$ cat src/design/srsl_pkg.sv
// Constants, field layouts and carrier types of the service request status logic
package srsl_pkg;

  localparam int SRSL_W = 8;
  localparam int SRSL_NUM_BYTES = 3;

  // Index of each status byte in the byte array
  localparam int SRSL_IDX_PRI = 0;
  localparam int SRSL_IDX_EXT1 = 1;
  localparam int SRSL_IDX_EXT2 = 2;

  // Primary status byte fields
  localparam int SRSL_PRI_KEY = 0;
  localparam int SRSL_PRI_EXT = 2;
  localparam int SRSL_PRI_SWEEP = 4;
  localparam int SRSL_PRI_SYNTAX = 5;
  localparam int SRSL_PRI_RQS = 6;

  // First extended status byte fields
  localparam int SRSL_EXT1_SELFTEST = 0;
  localparam int SRSL_EXT1_POWER = 5;
  localparam int SRSL_EXT1_RFUNLVL = 6;
  localparam int SRSL_EXT1_AIRFLOW = 7;

  // Second extended status byte field
  localparam int SRSL_EXT2_PARAM = 0;

  // Bits that exist in each stored byte; all others read zero
  localparam logic [7:0] SRSL_PRI_USED = 8'h35;
  localparam logic [7:0] SRSL_EXT1_USED = 8'hE1;
  localparam logic [7:0] SRSL_EXT2_USED = 8'h01;

  // Reset values
  localparam logic [7:0] SRSL_STATUS_RST = 8'h00;
  localparam logic [7:0] SRSL_PMASK_RST = 8'h00;
  localparam logic [7:0] SRSL_EMASK_RST = 8'hFF;

  // Condition events, one-cycle pulses from the instrument
  typedef struct packed {
    logic key_press;
    logic end_sweep;
    logic syntax_err;
    logic self_test_fail;
    logic power_fail;
    logic rf_unlevel;
    logic airflow_fail;
    logic param_default;
  } srsl_events_s;

  // Decoded commands from the interface parser, one-cycle pulses
  typedef struct packed {
    logic primary_mask_cmd;
    logic ext1_mask_cmd;
    logic ext2_mask_cmd;
    logic status_clear_cmd;
    logic status_dump_cmd;
    logic device_clear;
    logic serial_poll;
    logic [7:0] data;
  } srsl_cmd_s;

  // Status dump sequencer
  typedef enum logic [3:0] {
    SRSL_DUMP_IDLE = 4'b0001,
    SRSL_DUMP_B1 = 4'b0010,
    SRSL_DUMP_B2 = 4'b0100,
    SRSL_DUMP_B3 = 4'b1000
  } srsl_dump_e;

endpackage

$ cat src/design/srsl_status_byte.sv
// One sticky status byte with per-bit set and whole-byte clear
`timescale 1ns/1ps
module srsl_status_byte
  import srsl_pkg::*;
#(
  parameter logic [7:0] USED = 8'hFF
)(
  input wire logic ref_clk_i,
  input wire logic reset_n_i,
  input wire logic [7:0] set_i,
  input wire logic clr_i,
  output logic [7:0] value_o
);

  logic [7:0] value_r;
  logic [7:0] value_nxt;

  // Set wins over a clear in the same cycle; unused bits never set
  always_comb
  begin
    value_nxt = (value_r & ~{8{clr_i}}) | (set_i & USED);
  end

  // Register
  always_ff @(posedge ref_clk_i)
  begin
    if (!reset_n_i)
      value_r <= SRSL_STATUS_RST;
    else
      value_r <= value_nxt;
  end

  assign value_o = value_r;

  a_unused_zero: assert property (@(posedge ref_clk_i) disable iff (!reset_n_i)
    (value_r & ~USED) == 8'h00) else $error("unused status bit set");

  a_set_wins: assert property (@(posedge ref_clk_i) disable iff (!reset_n_i)
    (clr_i && ((set_i & USED) != 8'h00)) |=> ((value_r & $past(set_i & USED)) == $past(set_i & USED)))
    else $error("status event lost on clear");

endmodule

$ cat src/design/srsl_top.sv
// Service request status logic: three status bytes, request masks, poll and dump
`timescale 1ns/1ps
// Notes on behaviour
// - Three eight-bit status bytes, each bit one condition.
// - Primary: key 0, extended change 2, sweep end 4, syntax 5, request 6.
// - First extended: self test 0, power 5, RF unleveled 6, airflow 7.
// - Second extended: bit 0 only, parameter forced to default.
// - Front-panel keys set bit 0 even in local control.
// - Request only when a set bit is enabled in its mask.
// - Primary mask is one binary byte after the primary mask command.
// - Primary mask resets to all zeros.
// - Extended masks gate into primary bit 2, itself gated by primary mask.
// - Both extended masks reset to all ones.
// - Masks restored only by power on or device clear.
// - Polled byte carries request service in bit 6.
// - Syntax and power errors appear in the status bytes.
// - Serial poll returns the primary byte and clears it.
// - Dump command sends all three bytes, one after another.
// - Status clear command clears every status byte.
module srsl_top
  import srsl_pkg::*;
(
  input wire logic ref_clk_i,
  input wire logic reset_n_i,
  input wire srsl_events_s events_i,
  input wire srsl_cmd_s cmd_i,
  output logic srq_o,
  output logic [7:0] poll_byte_o,
  output logic poll_valid_o,
  output logic [7:0] dump_byte_o,
  output logic dump_valid_o
);

  logic [7:0] set_v [SRSL_NUM_BYTES];
  logic clr_v [SRSL_NUM_BYTES];
  logic [7:0] stat_v [SRSL_NUM_BYTES];
  logic [7:0] pmask_r, pmask_nxt;
  logic [7:0] e1mask_r, e1mask_nxt;
  logic [7:0] e2mask_r, e2mask_nxt;
  logic pwr_seen_r, pwr_seen_nxt;
  logic srq_r, srq_nxt;
  logic [7:0] poll_byte_r, poll_byte_nxt;
  logic poll_valid_r, poll_valid_nxt;
  logic [7:0] dump_byte_r, dump_byte_nxt;
  logic dump_valid_r, dump_valid_nxt;
  srsl_dump_e dump_st_r, dump_st_nxt;
  logic [7:0] rqs_bit;

  assign rqs_bit = 8'h01 << SRSL_PRI_RQS;

  // Event mapping into each byte
  always_comb
  begin
    set_v[SRSL_IDX_EXT1] = 8'h00;
    set_v[SRSL_IDX_EXT1][SRSL_EXT1_SELFTEST] = events_i.self_test_fail;
    set_v[SRSL_IDX_EXT1][SRSL_EXT1_POWER] = events_i.power_fail | !pwr_seen_r;
    set_v[SRSL_IDX_EXT1][SRSL_EXT1_RFUNLVL] = events_i.rf_unlevel;
    set_v[SRSL_IDX_EXT1][SRSL_EXT1_AIRFLOW] = events_i.airflow_fail;
    set_v[SRSL_IDX_EXT2] = 8'h00;
    set_v[SRSL_IDX_EXT2][SRSL_EXT2_PARAM] = events_i.param_default;
    set_v[SRSL_IDX_PRI] = 8'h00;
    set_v[SRSL_IDX_PRI][SRSL_PRI_KEY] = events_i.key_press;
    set_v[SRSL_IDX_PRI][SRSL_PRI_SWEEP] = events_i.end_sweep;
    set_v[SRSL_IDX_PRI][SRSL_PRI_SYNTAX] = events_i.syntax_err;
    set_v[SRSL_IDX_PRI][SRSL_PRI_EXT] = |(set_v[SRSL_IDX_EXT1] & e1mask_r)
                                        | |(set_v[SRSL_IDX_EXT2] & e2mask_r);
    clr_v[SRSL_IDX_PRI] = cmd_i.status_clear_cmd | cmd_i.serial_poll;
    clr_v[SRSL_IDX_EXT1] = cmd_i.status_clear_cmd;
    clr_v[SRSL_IDX_EXT2] = cmd_i.status_clear_cmd;
  end

  // The three status bytes
  generate
    for (genvar g = 0; g < SRSL_NUM_BYTES; g++)
    begin : g_byte
      localparam logic [7:0] USED_G = (g == SRSL_IDX_PRI) ? SRSL_PRI_USED :
                                      (g == SRSL_IDX_EXT1) ? SRSL_EXT1_USED : SRSL_EXT2_USED;
      srsl_status_byte #(
        .USED(USED_G)
      ) u_byte (
        .ref_clk_i(ref_clk_i),
        .reset_n_i(reset_n_i),
        .set_i(set_v[g]),
        .clr_i(clr_v[g]),
        .value_o(stat_v[g])
      );
    end
  endgenerate

  // Masks, request line and poll answer
  always_comb
  begin
    pmask_nxt = pmask_r;
    e1mask_nxt = e1mask_r;
    e2mask_nxt = e2mask_r;
    if (cmd_i.device_clear)
    begin
      pmask_nxt = SRSL_PMASK_RST;
      e1mask_nxt = SRSL_EMASK_RST;
      e2mask_nxt = SRSL_EMASK_RST;
    end
    else
    begin
      if (cmd_i.primary_mask_cmd)
        pmask_nxt = cmd_i.data;
      if (cmd_i.ext1_mask_cmd)
        e1mask_nxt = cmd_i.data;
      if (cmd_i.ext2_mask_cmd)
        e2mask_nxt = cmd_i.data;
    end
    pwr_seen_nxt = 1'b1;
    srq_nxt = |(stat_v[SRSL_IDX_PRI] & pmask_r & SRSL_PRI_USED);
    poll_valid_nxt = cmd_i.serial_poll;
    poll_byte_nxt = poll_byte_r;
    if (cmd_i.serial_poll)
      poll_byte_nxt = stat_v[SRSL_IDX_PRI] | (srq_r ? rqs_bit : 8'h00);
  end

  // Status dump sequencer
  always_comb
  begin
    dump_st_nxt = dump_st_r;
    dump_valid_nxt = 1'b0;
    dump_byte_nxt = dump_byte_r;
    case (dump_st_r)
      SRSL_DUMP_IDLE:
        if (cmd_i.status_dump_cmd)
          dump_st_nxt = SRSL_DUMP_B1;
      SRSL_DUMP_B1:
      begin
        dump_byte_nxt = stat_v[SRSL_IDX_PRI] | (srq_r ? rqs_bit : 8'h00);
        dump_valid_nxt = 1'b1;
        dump_st_nxt = SRSL_DUMP_B2;
      end
      SRSL_DUMP_B2:
      begin
        dump_byte_nxt = stat_v[SRSL_IDX_EXT1];
        dump_valid_nxt = 1'b1;
        dump_st_nxt = SRSL_DUMP_B3;
      end
      SRSL_DUMP_B3:
      begin
        dump_byte_nxt = stat_v[SRSL_IDX_EXT2];
        dump_valid_nxt = 1'b1;
        dump_st_nxt = SRSL_DUMP_IDLE;
      end
      default:
        dump_st_nxt = SRSL_DUMP_IDLE;
    endcase
  end

  // Registers; reset is power on
  always_ff @(posedge ref_clk_i)
  begin
    if (!reset_n_i)
    begin
      pmask_r <= SRSL_PMASK_RST;
      e1mask_r <= SRSL_EMASK_RST;
      e2mask_r <= SRSL_EMASK_RST;
      pwr_seen_r <= 1'b0;
      srq_r <= 1'b0;
      poll_byte_r <= SRSL_STATUS_RST;
      poll_valid_r <= 1'b0;
      dump_byte_r <= SRSL_STATUS_RST;
      dump_valid_r <= 1'b0;
      dump_st_r <= SRSL_DUMP_IDLE;
    end
    else
    begin
      pmask_r <= pmask_nxt;
      e1mask_r <= e1mask_nxt;
      e2mask_r <= e2mask_nxt;
      pwr_seen_r <= pwr_seen_nxt;
      srq_r <= srq_nxt;
      poll_byte_r <= poll_byte_nxt;
      poll_valid_r <= poll_valid_nxt;
      dump_byte_r <= dump_byte_nxt;
      dump_valid_r <= dump_valid_nxt;
      dump_st_r <= dump_st_nxt;
    end
  end

  assign srq_o = srq_r;
  assign poll_byte_o = poll_byte_r;
  assign poll_valid_o = poll_valid_r;
  assign dump_byte_o = dump_byte_r;
  assign dump_valid_o = dump_valid_r;

  a_srq_gated: assert property (@(posedge ref_clk_i) disable iff (!reset_n_i)
    ##1 srq_o == $past(|(stat_v[SRSL_IDX_PRI] & pmask_r))) else $error("request not gated by mask");

  a_mask_restore: assert property (@(posedge ref_clk_i) disable iff (!reset_n_i)
    cmd_i.device_clear |=> (pmask_r == SRSL_PMASK_RST) && (e1mask_r == SRSL_EMASK_RST)
                           && (e2mask_r == SRSL_EMASK_RST)) else $error("masks not restored");

  a_pmask_load: assert property (@(posedge ref_clk_i) disable iff (!reset_n_i)
    (cmd_i.primary_mask_cmd && !cmd_i.device_clear) |=> pmask_r == $past(cmd_i.data))
    else $error("primary mask not loaded");

  a_poll_clears: assert property (@(posedge ref_clk_i) disable iff (!reset_n_i)
    (cmd_i.serial_poll && set_v[SRSL_IDX_PRI] == 8'h00) |=> stat_v[SRSL_IDX_PRI] == 8'h00 ##1 !srq_o)
    else $error("poll did not clear primary byte");

  a_poll_rqs: assert property (@(posedge ref_clk_i) disable iff (!reset_n_i)
    cmd_i.serial_poll |=> poll_valid_o && (poll_byte_o[SRSL_PRI_RQS] == $past(srq_o)))
    else $error("poll byte request bit wrong");

  a_dump_three: assert property (@(posedge ref_clk_i) disable iff (!reset_n_i)
    (cmd_i.status_dump_cmd && dump_st_r == SRSL_DUMP_IDLE) |=> !dump_valid_o ##1 dump_valid_o [*3] ##1 !dump_valid_o)
    else $error("dump sequence wrong");

  a_ext_to_pri: assert property (@(posedge ref_clk_i) disable iff (!reset_n_i)
    (|(set_v[SRSL_IDX_EXT2] & e2mask_r)) |=> stat_v[SRSL_IDX_PRI][SRSL_PRI_EXT])
    else $error("extended change not flagged");

  a_key_sets: assert property (@(posedge ref_clk_i) disable iff (!reset_n_i)
    events_i.key_press |=> stat_v[SRSL_IDX_PRI][SRSL_PRI_KEY]) else $error("key press not recorded");

endmodule

$ cat config.mk
export PLATFORM = sky130hd
export DESIGN_NAME = srsl_top
export DESIGN_NICKNAME = d
export VERILOG_FILES = /design/src/design/srsl_pkg.sv /design/src/design/srsl_status_byte.sv /design/src/design/srsl_top.sv
export SDC_FILE = /design/constraint.sdc
export NUM_CORES = 1
export LEC_CHECK = 0
export BUFFER_PORTS_ARGS = -buffer_cell sky130_fd_sc_hd__buf_4
export CAP_MARGIN = 5
export CELL_PAD_IN_SITES_DETAIL_PLACEMENT = 1
export CELL_PAD_IN_SITES_GLOBAL_PLACEMENT = 1
export CORE_AREA = 3 3 109 59
export DETAILED_ROUTE_END_ITERATION = 8
export DIE_AREA = 0 0 112 62
export PLACE_DENSITY_LB_ADDON = 0.1
export SYNTH_ARGS = -nofsm -noshare
export SYNTH_HDL_FRONTEND = slang
export SYNTH_SLANG_ARGS = --single-unit
$ cat constraint.sdc
create_clock -name ref_clk_i -period 4.1 [get_ports ref_clk_i]
set_input_delay 0.205 -clock ref_clk_i [delete_from_list [all_inputs] [get_ports ref_clk_i]]
set_output_delay 0.205 -clock ref_clk_i [all_outputs]
set_load 0.02 [all_outputs]
==> results of run 1 <==
metrics by stage:
step | instances | power [mW] | hold slack, ns | setup WS [ns]
after floorplan | 216 | 0.649 | 0.233 | 2.79
after global placement | 315 | 0.687 | 0.412 | 2.30
after detailed placement | 315 | 0.690 | 0.424 | 2.21
after CTS | 331 | 1.17 | 0.0728 | 2.20
after global routing | 331 | 1.21 | 0.0710 | 1.99
final | 331 | 1.16 | 0.0869 | 2.19
Yosys cell counts, types with 7 or more instances:
library cell,instances,area [sq um]
a211oi_1,9,67.6
a21oi_1,9,45.0
a311oi_1,8,70.1
and3_1,15,93.8
and3b_1,7,61.3
and3b_2,9,90.1
clkbuf_1,8,30.0
dfxtp_1,57,1140
mux2i_1,16,160
nor2_1,26,97.6
o21ai_0,15,75.1
state kept, by name, indices dropped and copies added, names as in the netlist:
register               count
g_byte.u_byte.value_o     24
dump_byte_o                8
poll_byte_o                8
dump_st_r                  4
e1mask_r                   4
pmask_r                    4
dump_valid_o               1
e2mask_r                   1
poll_valid_o               1
pwr_seen_r                 1
srq_o                      1
how the worst max path moves through the flow:
| stage | to | slack [ns] |
|---|---|---|
| CTS | dump_byte_o[6]$_SDFFE_PN0P_ | 2.20 |
| floorplan | dump_byte_o[6]$_SDFFE_PN0P_ | 2.79 |
| global placement | dump_byte_o[1]$_SDFFE_PN0P_ | 2.30 |
| global route | dump_byte_o[2]$_SDFFE_PN0P_ | 1.99 |
| finish | dump_byte_o[4]$_SDFFE_PN0P_ | 2.19 |
| detailed placement | dump_byte_o[1]$_SDFFE_PN0P_ | 2.21 |
area by class of cell:
type                            count  share of cell area (%)
Clock buffer                       11                    5.60
Clock inverter                      5                    1.43
Timing Repair Buffer               41                    11.4
Sequential cell                    57                    42.2
Tap cell                           73                    3.38
Inverter                            2                   0.278
Multi-Input combinational cell    142                    35.7
where the power goes:
group / switching [mW] / internal (mW) / leakage, nW
clock network: 0.227 / 0.254 / 0.0842
registers: 0.0151 / 0.571 / 0.465
logic: 0.0505 / 0.0410 / 0.642
total: 0.293 / 0.865 / 1.19
worst register-to-register path, delay by kind of cell, from the launching register on:
kind | cells | cell delay [ns]
flops | 1 | 0.82
compound gates | 2 | 0.52
xor+xnor | 1 | 0.43
cell usage in the layout (no fill, tap or decap):
master / netlist / layout
or2_2: 1 / 1
clkbuf_8: 0 / 11
a31oi_1: 1 / 1
and3_1: 15 / 15
o22ai_1: 1 / 1
a21o_1: 2 / 2
nand3_1: 1 / 1
nand2_1: 5 / 5
nand2b_1: 4 / 4
nor4b_1: 2 / 2
o21ai_0: 15 / 15
a311oi_1: 8 / 8
mux2i_1: 16 / 16
inv_2: 1 / 1
clkinvlp_4: 0 / 4
a211oi_1: 9 / 9
and2_1: 2 / 2
xnor2_1: 1 / 1
a21oi_1: 9 / 9
a22oi_1: 5 / 5
nor4b_4: 1 / 1
buf_4: 0 / 41
and3b_2: 9 / 9
and3b_1: 7 / 7
nor2_1: 26 / 26
xor2_2: 1 / 1
inv_1: 1 / 1
inv_6: 0 / 1
dfxtp_1: 57 / 57
nor2_2: 1 / 1
layer usage:
layer / up-vias / global-route usage [%] / wire length (um)
li1: 849 / - / -
met1: 825 / 23.5 / 2810
met2: 29 / 25.6 / 2420
met3: 2 / 5.80 / 240
met4: 0 / 4.62 / 17
met5: - / 0 / 0
logic make-up after synthesis:
group	after synthesis
simple gates	74
flops	57
compound gates	50
buf+inv	17
mux	16
xor+xnor	2
==> flow_metrics.env, run 1 <==
export IMPL_critPathTopFamily="flip-flops"
export IMPL_grt_use_total_pct=17.0
export IMPL_antenna_found_initial=0
export IMPL_maxSlewViolCount=0
export IMPL_ys_types=31
export IMPL_drc_errors=0
export IMPL_clk_latency_ns=0.33
export IMPL_synth_compound_area_share_pct=14.7
export IMPL_diodes=0
export IMPL_grt_pass1_vias=1699
export IMPL_start_kind="flop"
export IMPL_syn_nets=241
export IMPL_cpPeakStageDelay_ns=0.82
export IMPL_dp_hpwl_um=3870
export IMPL_top_level_ports=44
export IMPL_ant_nets=0
export IMPL_peakVddDrop_mv=0.201
export IMPL_clkTransAtPathRegs_ns=0.07
export IMPL_ff2ff_setup_slack_ns=2.19
export IMPL_fin_area_sq_mm=0.00270
export IMPL_critPathKind="reg2reg"
export IMPL_holdPathStages=3
export IMPL_final_util_pct=49.7
export IMPL_die_y_um=62
export IMPL_yosysWarnings=0
export IMPL_cts_max_level=3
export IMPL_max_clock_freq_mhz=523
export IMPL_viasPerCell=5.15
export IMPL_async_flop_share_pct=0
export IMPL_cts_path_max_buffers=2
export IMPL_synth_avg_cell_area_sq_um=10.2
export IMPL_rsz0062_at_grt="false"
export IMPL_worstPathMaxFanout=22
export IMPL_timing_final_crit_share_pct=46.6
export IMPL_outcome="finished, final reports clean"
export IMPL_wirelength_um=5490
export IMPL_fin_skew_ns=0.00683
export IMPL_place_port_buffers=41
export IMPL_cp_num_buf_inv=0
export IMPL_area_growth_pct=23.1
export IMPL_p_leak_nw=1.19
export IMPL_worst_path_stages=3
export IMPL_worstMarginPinSlew_ns=0.774
export IMPL_wire_per_inst_um=16.6
export IMPL_cts_tree="done"
export IMPL_grt_pass1_wl_um=9010
export IMPL_hold_path_class="in2reg"
export IMPL_finalHoldViolCount=0
export IMPL_maxCapViolations=0
export IMPL_fillers=624
export IMPL_cp_arrival_ns=2.10
export IMPL_drive_above_1_share_pct=27.5
export IMPL_r2r_cells=3
export IMPL_fin_nets=278
export IMPL_die_w_um=112
export IMPL_placed_area_sq_mm=0.00251
export IMPL_cts_hold_buf=0
export IMPL_hold_end="g_byte[0].u_byte.value_o[4]$_SDFF_PN0_"
export IMPL_crit_start="dump_st_r[2]$_SDFFE_PN0P_"
export IMPL_slew_headroom_pct=48.3
export IMPL_synthCells=216
export IMPL_drt_iter0_drc=64
export IMPL_ys_flop_type="dfxtp_1"
export IMPL_synth_simple_area_share_pct=20.8
export IMPL_ys_seq_elements=57
export IMPL_synth_xor_xnor_area_share_pct=1.14
export IMPL_fin_tns_setup_ns=0
export IMPL_vias=1705
export IMPL_ys_seq_area_share_pct=51.9
export IMPL_p_per_area_mw_per_mm2=428
export IMPL_rows=19
export IMPL_min_from="events_i[6]"
export IMPL_register_area_sq_mm=0.00114
export IMPL_synth_area_sq_mm=0.00220
export IMPL_synth_top_family_by_area="simple AND/OR/NAND/NOR gates"
export IMPL_cts_setup_buffers=0
export IMPL_period_needed_ns=1.91
export IMPL_cts_buffers=9
export IMPL_gr_total_overflow=0
export IMPL_root_buffer="clkbuf_8"
export IMPL_regToRegStartpoint="dump_st_r[2]$_SDFFE_PN0P_"
export IMPL_endpoint_kind="flop"
export IMPL_grt_max_degree=29
export IMPL_coreArea_sq_mm=0.00544
export IMPL_multi_input_area_sq_um=966
export IMPL_die_area_sq_mm=0.00694
export IMPL_clock_sinks=57
export IMPL_cts_resized=0
export IMPL_start_util_pct=40.4
export IMPL_synth_edf_count=0
export IMPL_synthMuxAreaShare_pct=7.29
export IMPL_synthAdderAreaFrac_pct=0
export IMPL_place_gp_congestion=0.750
export IMPL_path_cells="xor2_2 > a21o_1 > a311oi_1"
export IMPL_crit_path_top_delay_cell="dfxtp_1"
export IMPL_reg2reg_to="dump_byte_o[4]$_SDFFE_PN0P_"
export IMPL_dr_pass1_iters=4
export IMPL_setup_violations=0
export IMPL_critPathRequiredTime_ns=4.29
(Power assumes the default switching activity.)
==> run 2: changes to the inputs <==
- CORE_AREA: 3 3 109 59 -> 3 3 113 61
- DIE_AREA: 0 0 112 62 -> 0 0 116 64
- clock period: 4.1 -> 1.65 ns (I/O delays scaled with it)
==> flow_metrics.env, run 2 (synthesized netlist as in run 1, its figures left out) <==
export IMPL_outcome="finished, final reports clean"
export IMPL_dp_hpwl_um=4020
export IMPL_endpoint_kind="flop"
export IMPL_r2r_cells=4
export IMPL_top_level_ports=44
export IMPL_hold_path_class="in2reg"
export IMPL_cts_tree="done"
export IMPL_clock_sinks=57
export IMPL_drt_iter0_drc=102
export IMPL_antenna_found_initial=0
export IMPL_dr_pass1_iters=4
export IMPL_area_growth_pct=36.3
export IMPL_cp_num_buf_inv=1
export IMPL_cts_max_level=3
export IMPL_clkTransAtPathRegs_ns=0.05
export IMPL_vias=1825
export IMPL_grt_max_degree=29
export IMPL_gr_total_overflow=0
export IMPL_switching_share_pct=21.6
export IMPL_cp_arrival_ns=1.71
export IMPL_worstPathMaxFanout=16
export IMPL_slew_headroom_pct=65.6
export IMPL_wirelength_um=5920
export IMPL_peakVddDrop_mv=0.411
export IMPL_critPathTopFamily="flip-flops"
export IMPL_final_util_pct=50.3
export IMPL_rows=20
export IMPL_critPathKind="reg2reg"
export IMPL_p_leak_nw=1.35
export IMPL_holdPathStages=3
export IMPL_p_clk_share_pct=51.6
export IMPL_regToRegStartpoint="dump_st_r[2]$_SDFFE_PN0P_"
export IMPL_finalHoldViolCount=0
export IMPL_drive_above_1_share_pct=27.8
export IMPL_timing_final_crit_share_pct=92.5
export IMPL_cpPeakStageDelay_ns=0.48
export IMPL_cts_setup_buffers=0
export IMPL_grt_pass1_wl_um=9870
export IMPL_grt_pass1_vias=1943
export IMPL_start_kind="flop"
export IMPL_start_util_pct=36.9
export IMPL_place_gp_congestion=0.741
export IMPL_path_cells="buf_4 > and3b_2 > o21ai_0 > a311oi_1"
export IMPL_wire_per_inst_um=16.7
export IMPL_drc_errors=0
export IMPL_rsz0062_at_grt="false"
export IMPL_diodes=0
export IMPL_worstMarginPinSlew_ns=0.516
export IMPL_crit_path_top_delay_cell="dfxtp_1"
export IMPL_layout_commonest_cell="dfxtp_1"
export IMPL_power_switching_mw=0.769
export IMPL_max_clock_freq_mhz=655
export IMPL_die_y_um=64
export IMPL_hold_end="e1mask_r[0]$_SDFFE_PP1P_"
export IMPL_fin_skew_ns=0.00566
export IMPL_p_int_mw=2.78
export IMPL_ant_nets=0
export IMPL_p_per_area_mw_per_mm2=1190
export IMPL_maxSlewViolCount=0
export IMPL_p_seq_share_pct=41.1
export IMPL_fin_tns_setup_ns=0
export IMPL_coreArea_sq_mm=0.00596
export IMPL_setup_violations=0
export IMPL_largest_reg_flops=24
export IMPL_reg2reg_to="dump_byte_o[4]$_SDFFE_PN0P_"
export IMPL_critPathRequiredTime_ns=1.83
export IMPL_crit_start="dump_st_r[2]$_SDFFE_PN0P_"
export IMPL_fin_nets=298
export IMPL_clk_latency_ns=0.32
export IMPL_viasPerCell=5.16
export IMPL_grt_use_total_pct=17.4
export IMPL_place_port_buffers=41
export IMPL_min_from="cmd_i[0]"
export IMPL_cts_buffers=9
export IMPL_cts_path_max_buffers=2
export IMPL_maxCapViolations=0
export IMPL_ff2ff_setup_slack_ns=0.12
export IMPL_power_frac_comb_pct=7.4
export IMPL_die_area_sq_mm=0.00742
export IMPL_fillers=679
export IMPL_mostFrequentLayoutCells="dfxtp_1 (57), buf_4 (49), nor2_1 (26)"
export IMPL_root_buffer="clkbuf_16"
export IMPL_period_needed_ns=1.53
export IMPL_die_w_um=116
## run 2: final cells by class
cell class                 count  area (sq um)  share of cell area (%)
sequential                    57          1140                    38.1
multi-input combinational    142           966                    32.2
timing repair buffer          61           488                    16.3
clock buffer                  12           256                    8.56
tap                           77          96.3                    3.22
clock inverter                 3          40.0                    1.34
inverter                       2          7.51                   0.251
## run 2: worst max path at each step
stage | to | cells after the start
finish | dump_byte_o[4]$_SDFFE_PN0P_ | 4
global route | dump_byte_o[4]$_SDFFE_PN0P_ | 4
CTS | dump_byte_o[4]$_SDFFE_PN0P_ | 4
detailed placement | dump_byte_o[4]$_SDFFE_PN0P_ | 4
global placement | dump_byte_o[4]$_SDFFE_PN0P_ | 4
floorplan | dump_byte_o[6]$_SDFFE_PN0P_ | 5
## run 2: repair_timing
item,4_1_cts,5_1_grt
hold endpoints to repair,11,0
hold buffers,12,0
resized for setup,0,0
## run 2: power groups by stage
stage / combinational (mW) / clock (mW) / sequential (mW)
floorplan: 0.125 / 0 / 1.49
global placement: 0.232 / 0 / 1.48
detailed placement: 0.239 / 0 / 1.48
CTS: 0.264 / 1.86 / 1.46
global route: 0.289 / 1.93 / 1.46
finish: 0.262 / 1.83 / 1.46
## run 2: tightest hold or removal path, cell delays in order
cell	delay (ns)
buf_4	0.09
mux2i_1	0.06
nand2_1	0.06
## run 2: through the flow
| stage | cell area (sq um) | total power, mW | worst slack, ns | instances | hold WS (ns) |
|---|---|---|---|---|---|
| global route | 3000 | 3.68 | 0.0211 | 354 | 0.00695 |
| global placement | 2580 | 1.72 | 0.201 | 327 | 0.288 |
| CTS | 3000 | 3.58 | 0.116 | 354 | 0.000138 |
| finish | 3000 | 3.55 | 0.123 | 354 | 0.00420 |
| detailed placement | 2580 | 1.72 | 0.125 | 327 | 0.299 |
| floorplan | 2200 | 1.61 | 0.339 | 216 | 0.110 |
## run 2: metal layers
metal	global-route usage (%)	up-vias	routed length, um
met5	0	-	0
met4	3.91	0	11
met3	6.24	2	235
met2	27.1	32	2740
met1	23.2	898	2940
li1	-	893	-
==> run 3: changes to the inputs <==
- CORE_AREA: 3 3 113 61 -> 3 3 82 84
- DIE_AREA: 0 0 116 64 -> 0 0 85 87
==> flow_metrics.env, run 3 (synthesized netlist as in run 1, its figures left out) <==
export IMPL_cp_arrival_ns=1.61
export IMPL_clock_sinks=57
export IMPL_grt_use_total_pct=16.1
export IMPL_layout_commonest_cell="dfxtp_1"
export IMPL_period_needed_ns=1.40
export IMPL_maxSlewViolCount=0
export IMPL_fin_area_sq_mm=0.00298
export IMPL_dp_hpwl_um=3690
export IMPL_holdPathStages=3
export IMPL_die_w_um=85
export IMPL_grt_pass1_wl_um=9230
export IMPL_max_clock_freq_mhz=713
export IMPL_maxCapViolations=0
export IMPL_wirelength_um=5550
export IMPL_m1WireLength_um=2590
export IMPL_viasPerCell=5.07
export IMPL_ff2ff_setup_slack_ns=0.25
export IMPL_place_gp_congestion=0.686
export IMPL_start_util_pct=36.7
export IMPL_clkTransAtPathRegs_ns=0.07
export IMPL_place_port_buffers=41
export IMPL_grt_pass1_vias=1842
export IMPL_cts_path_max_buffers=2
export IMPL_r2r_cells=4
export IMPL_outcome="finished, final reports clean"
export IMPL_endpoint_kind="flop"
export IMPL_drc_errors=0
export IMPL_critPathKind="reg2reg"
export IMPL_die_y_um=87
export IMPL_fin_skew_ns=0.00742
export IMPL_timing_final_crit_share_pct=85.0
export IMPL_routed_top_layer="met4"
export IMPL_diodes=0
export IMPL_wl_met2_um=2680
export IMPL_cts_tree="done"
export IMPL_rsz0062_at_grt="false"
export IMPL_cts_resized=0
export IMPL_min_from="cmd_i[9]"
export IMPL_drt_iter0_drc=53
export IMPL_clk_latency_ns=0.34
export IMPL_fin_tns_setup_ns=0
export IMPL_p_per_area_mw_per_mm2=1070
export IMPL_dr_pass1_iters=4
export IMPL_cts_buffers=9
export IMPL_finalHoldViolCount=0
export IMPL_cts_max_level=3
export IMPL_mostFrequentLayoutCells="dfxtp_1 (57), buf_4 (51), nor2_1 (26)"
export IMPL_antenna_found_initial=0
export IMPL_hold_end="e2mask_r[0]$_SDFFE_PP1P_"
export IMPL_slew_headroom_pct=65.0
export IMPL_fin_nets=304
export IMPL_top_level_ports=44
export IMPL_start_kind="flop"
export IMPL_hold_path_class="in2reg"
export IMPL_final_cells=359
export IMPL_gr_total_overflow=0
export IMPL_ant_nets=0
export IMPL_worstMarginPinSlew_ns=0.524
export IMPL_grt_max_degree=29
export IMPL_worstPathMaxFanout=17
export IMPL_placed_area_sq_mm=0.00259
export IMPL_critPathRequiredTime_ns=1.85
export IMPL_p_leak_nw=1.34
export IMPL_largest_reg_flops=24
export IMPL_reg2reg_to="dump_byte_o[4]$_SDFFE_PN0P_"
export IMPL_vias=1820
export IMPL_final_util_pct=49.7
export IMPL_cts_setup_buffers=0
export IMPL_area_growth_pct=35.6
export IMPL_coreArea_sq_mm=0.00599
export IMPL_dr_wl_met3_um=237
export IMPL_root_buffer="clkbuf_8"
export IMPL_regToRegStartpoint="dump_st_r[3]$_SDFFE_PN0P_"
export IMPL_peakVddDrop_mv=0.619
export IMPL_wire_per_inst_um=15.5
export IMPL_rows=28
export IMPL_placedCellCount=327
export IMPL_drive_above_1_share_pct=28.5
export IMPL_setup_violations=0
export IMPL_die_area_sq_mm=0.00740
[run 3: metal layers]
metal,up-vias,GRT usage [%]
met5,-,0
met2,33,26.2
met4,0,4.32
met1,881,20.0
li1,901,-
met3,5,6.15
[run 3: how the worst max path moves through the flow]
stage / depth (start not counted) / to / start / slack (ns)
6_report: 4 / dump_byte_o[4]$_SDFFE_PN0P_ / dump_st_r[3]$_SDFFE_PN0P_ / 0.25
5_1_grt: 5 / dump_byte_o[1]$_SDFFE_PN0P_ / dump_st_r[2]$_SDFFE_PN0P_ / 0.12
4_1_cts: 4 / dump_byte_o[1]$_SDFFE_PN0P_ / dump_st_r[3]$_SDFFE_PN0P_ / 0.24
3_5_place_dp: 4 / dump_byte_o[4]$_SDFFE_PN0P_ / dump_st_r[3]$_SDFFE_PN0P_ / 0.28
3_3_place_gp: 4 / dump_byte_o[4]$_SDFFE_PN0P_ / dump_st_r[3]$_SDFFE_PN0P_ / 0.29
2_1_floorplan: 5 / dump_byte_o[6]$_SDFFE_PN0P_ / dump_st_r[0]$_SDFFE_PN1P_ / 0.34
[run 3: repair_timing]
| action | in CTS | in global routing |
|---|---|---|
| hold buffers | 16 | 0 |
| setup endpoints to repair | 0 | 0 |
| hold endpoints to repair | 16 | 0 |
[run 3: worst max-delay path: stages (launching register included)]
cell and delay [ns]:
dfxtp_1 0.44, buf_4 0.23, and3b_1 0.19, o21ai_0 0.28, a311oi_1 0.13
[run 3: final cells by class]
type,count,area [sq um]
fill,678,3010
tap,75,93.8
timing repair buffer,67,543
sequential,57,1140
multi-input combinational,142,966
clock buffer,11,151
inverter,2,7.51
clock inverter,5,77.6
[run 3: metrics by stage]
stage / hold WS [ns] / total power, mW / setup slack, ns
after global placement: 0.289 / 1.72 / 0.286
after detailed placement: 0.300 / 1.72 / 0.279
after global routing: 0.0138 / 3.32 / 0.118
final: 0.00749 / 3.20 / 0.247
after CTS: 0.00262 / 3.24 / 0.238
after floorplan: 0.110 / 1.61 / 0.339
[run 3: report_power, final]
part	leakage, nW	total (mW)	internal (mW)	switching [mW]
Sequential	0.465	1.45	1.42	0.0350
Clock	0.115	1.47	0.926	0.548
Combinational	0.759	0.269	0.136	0.132
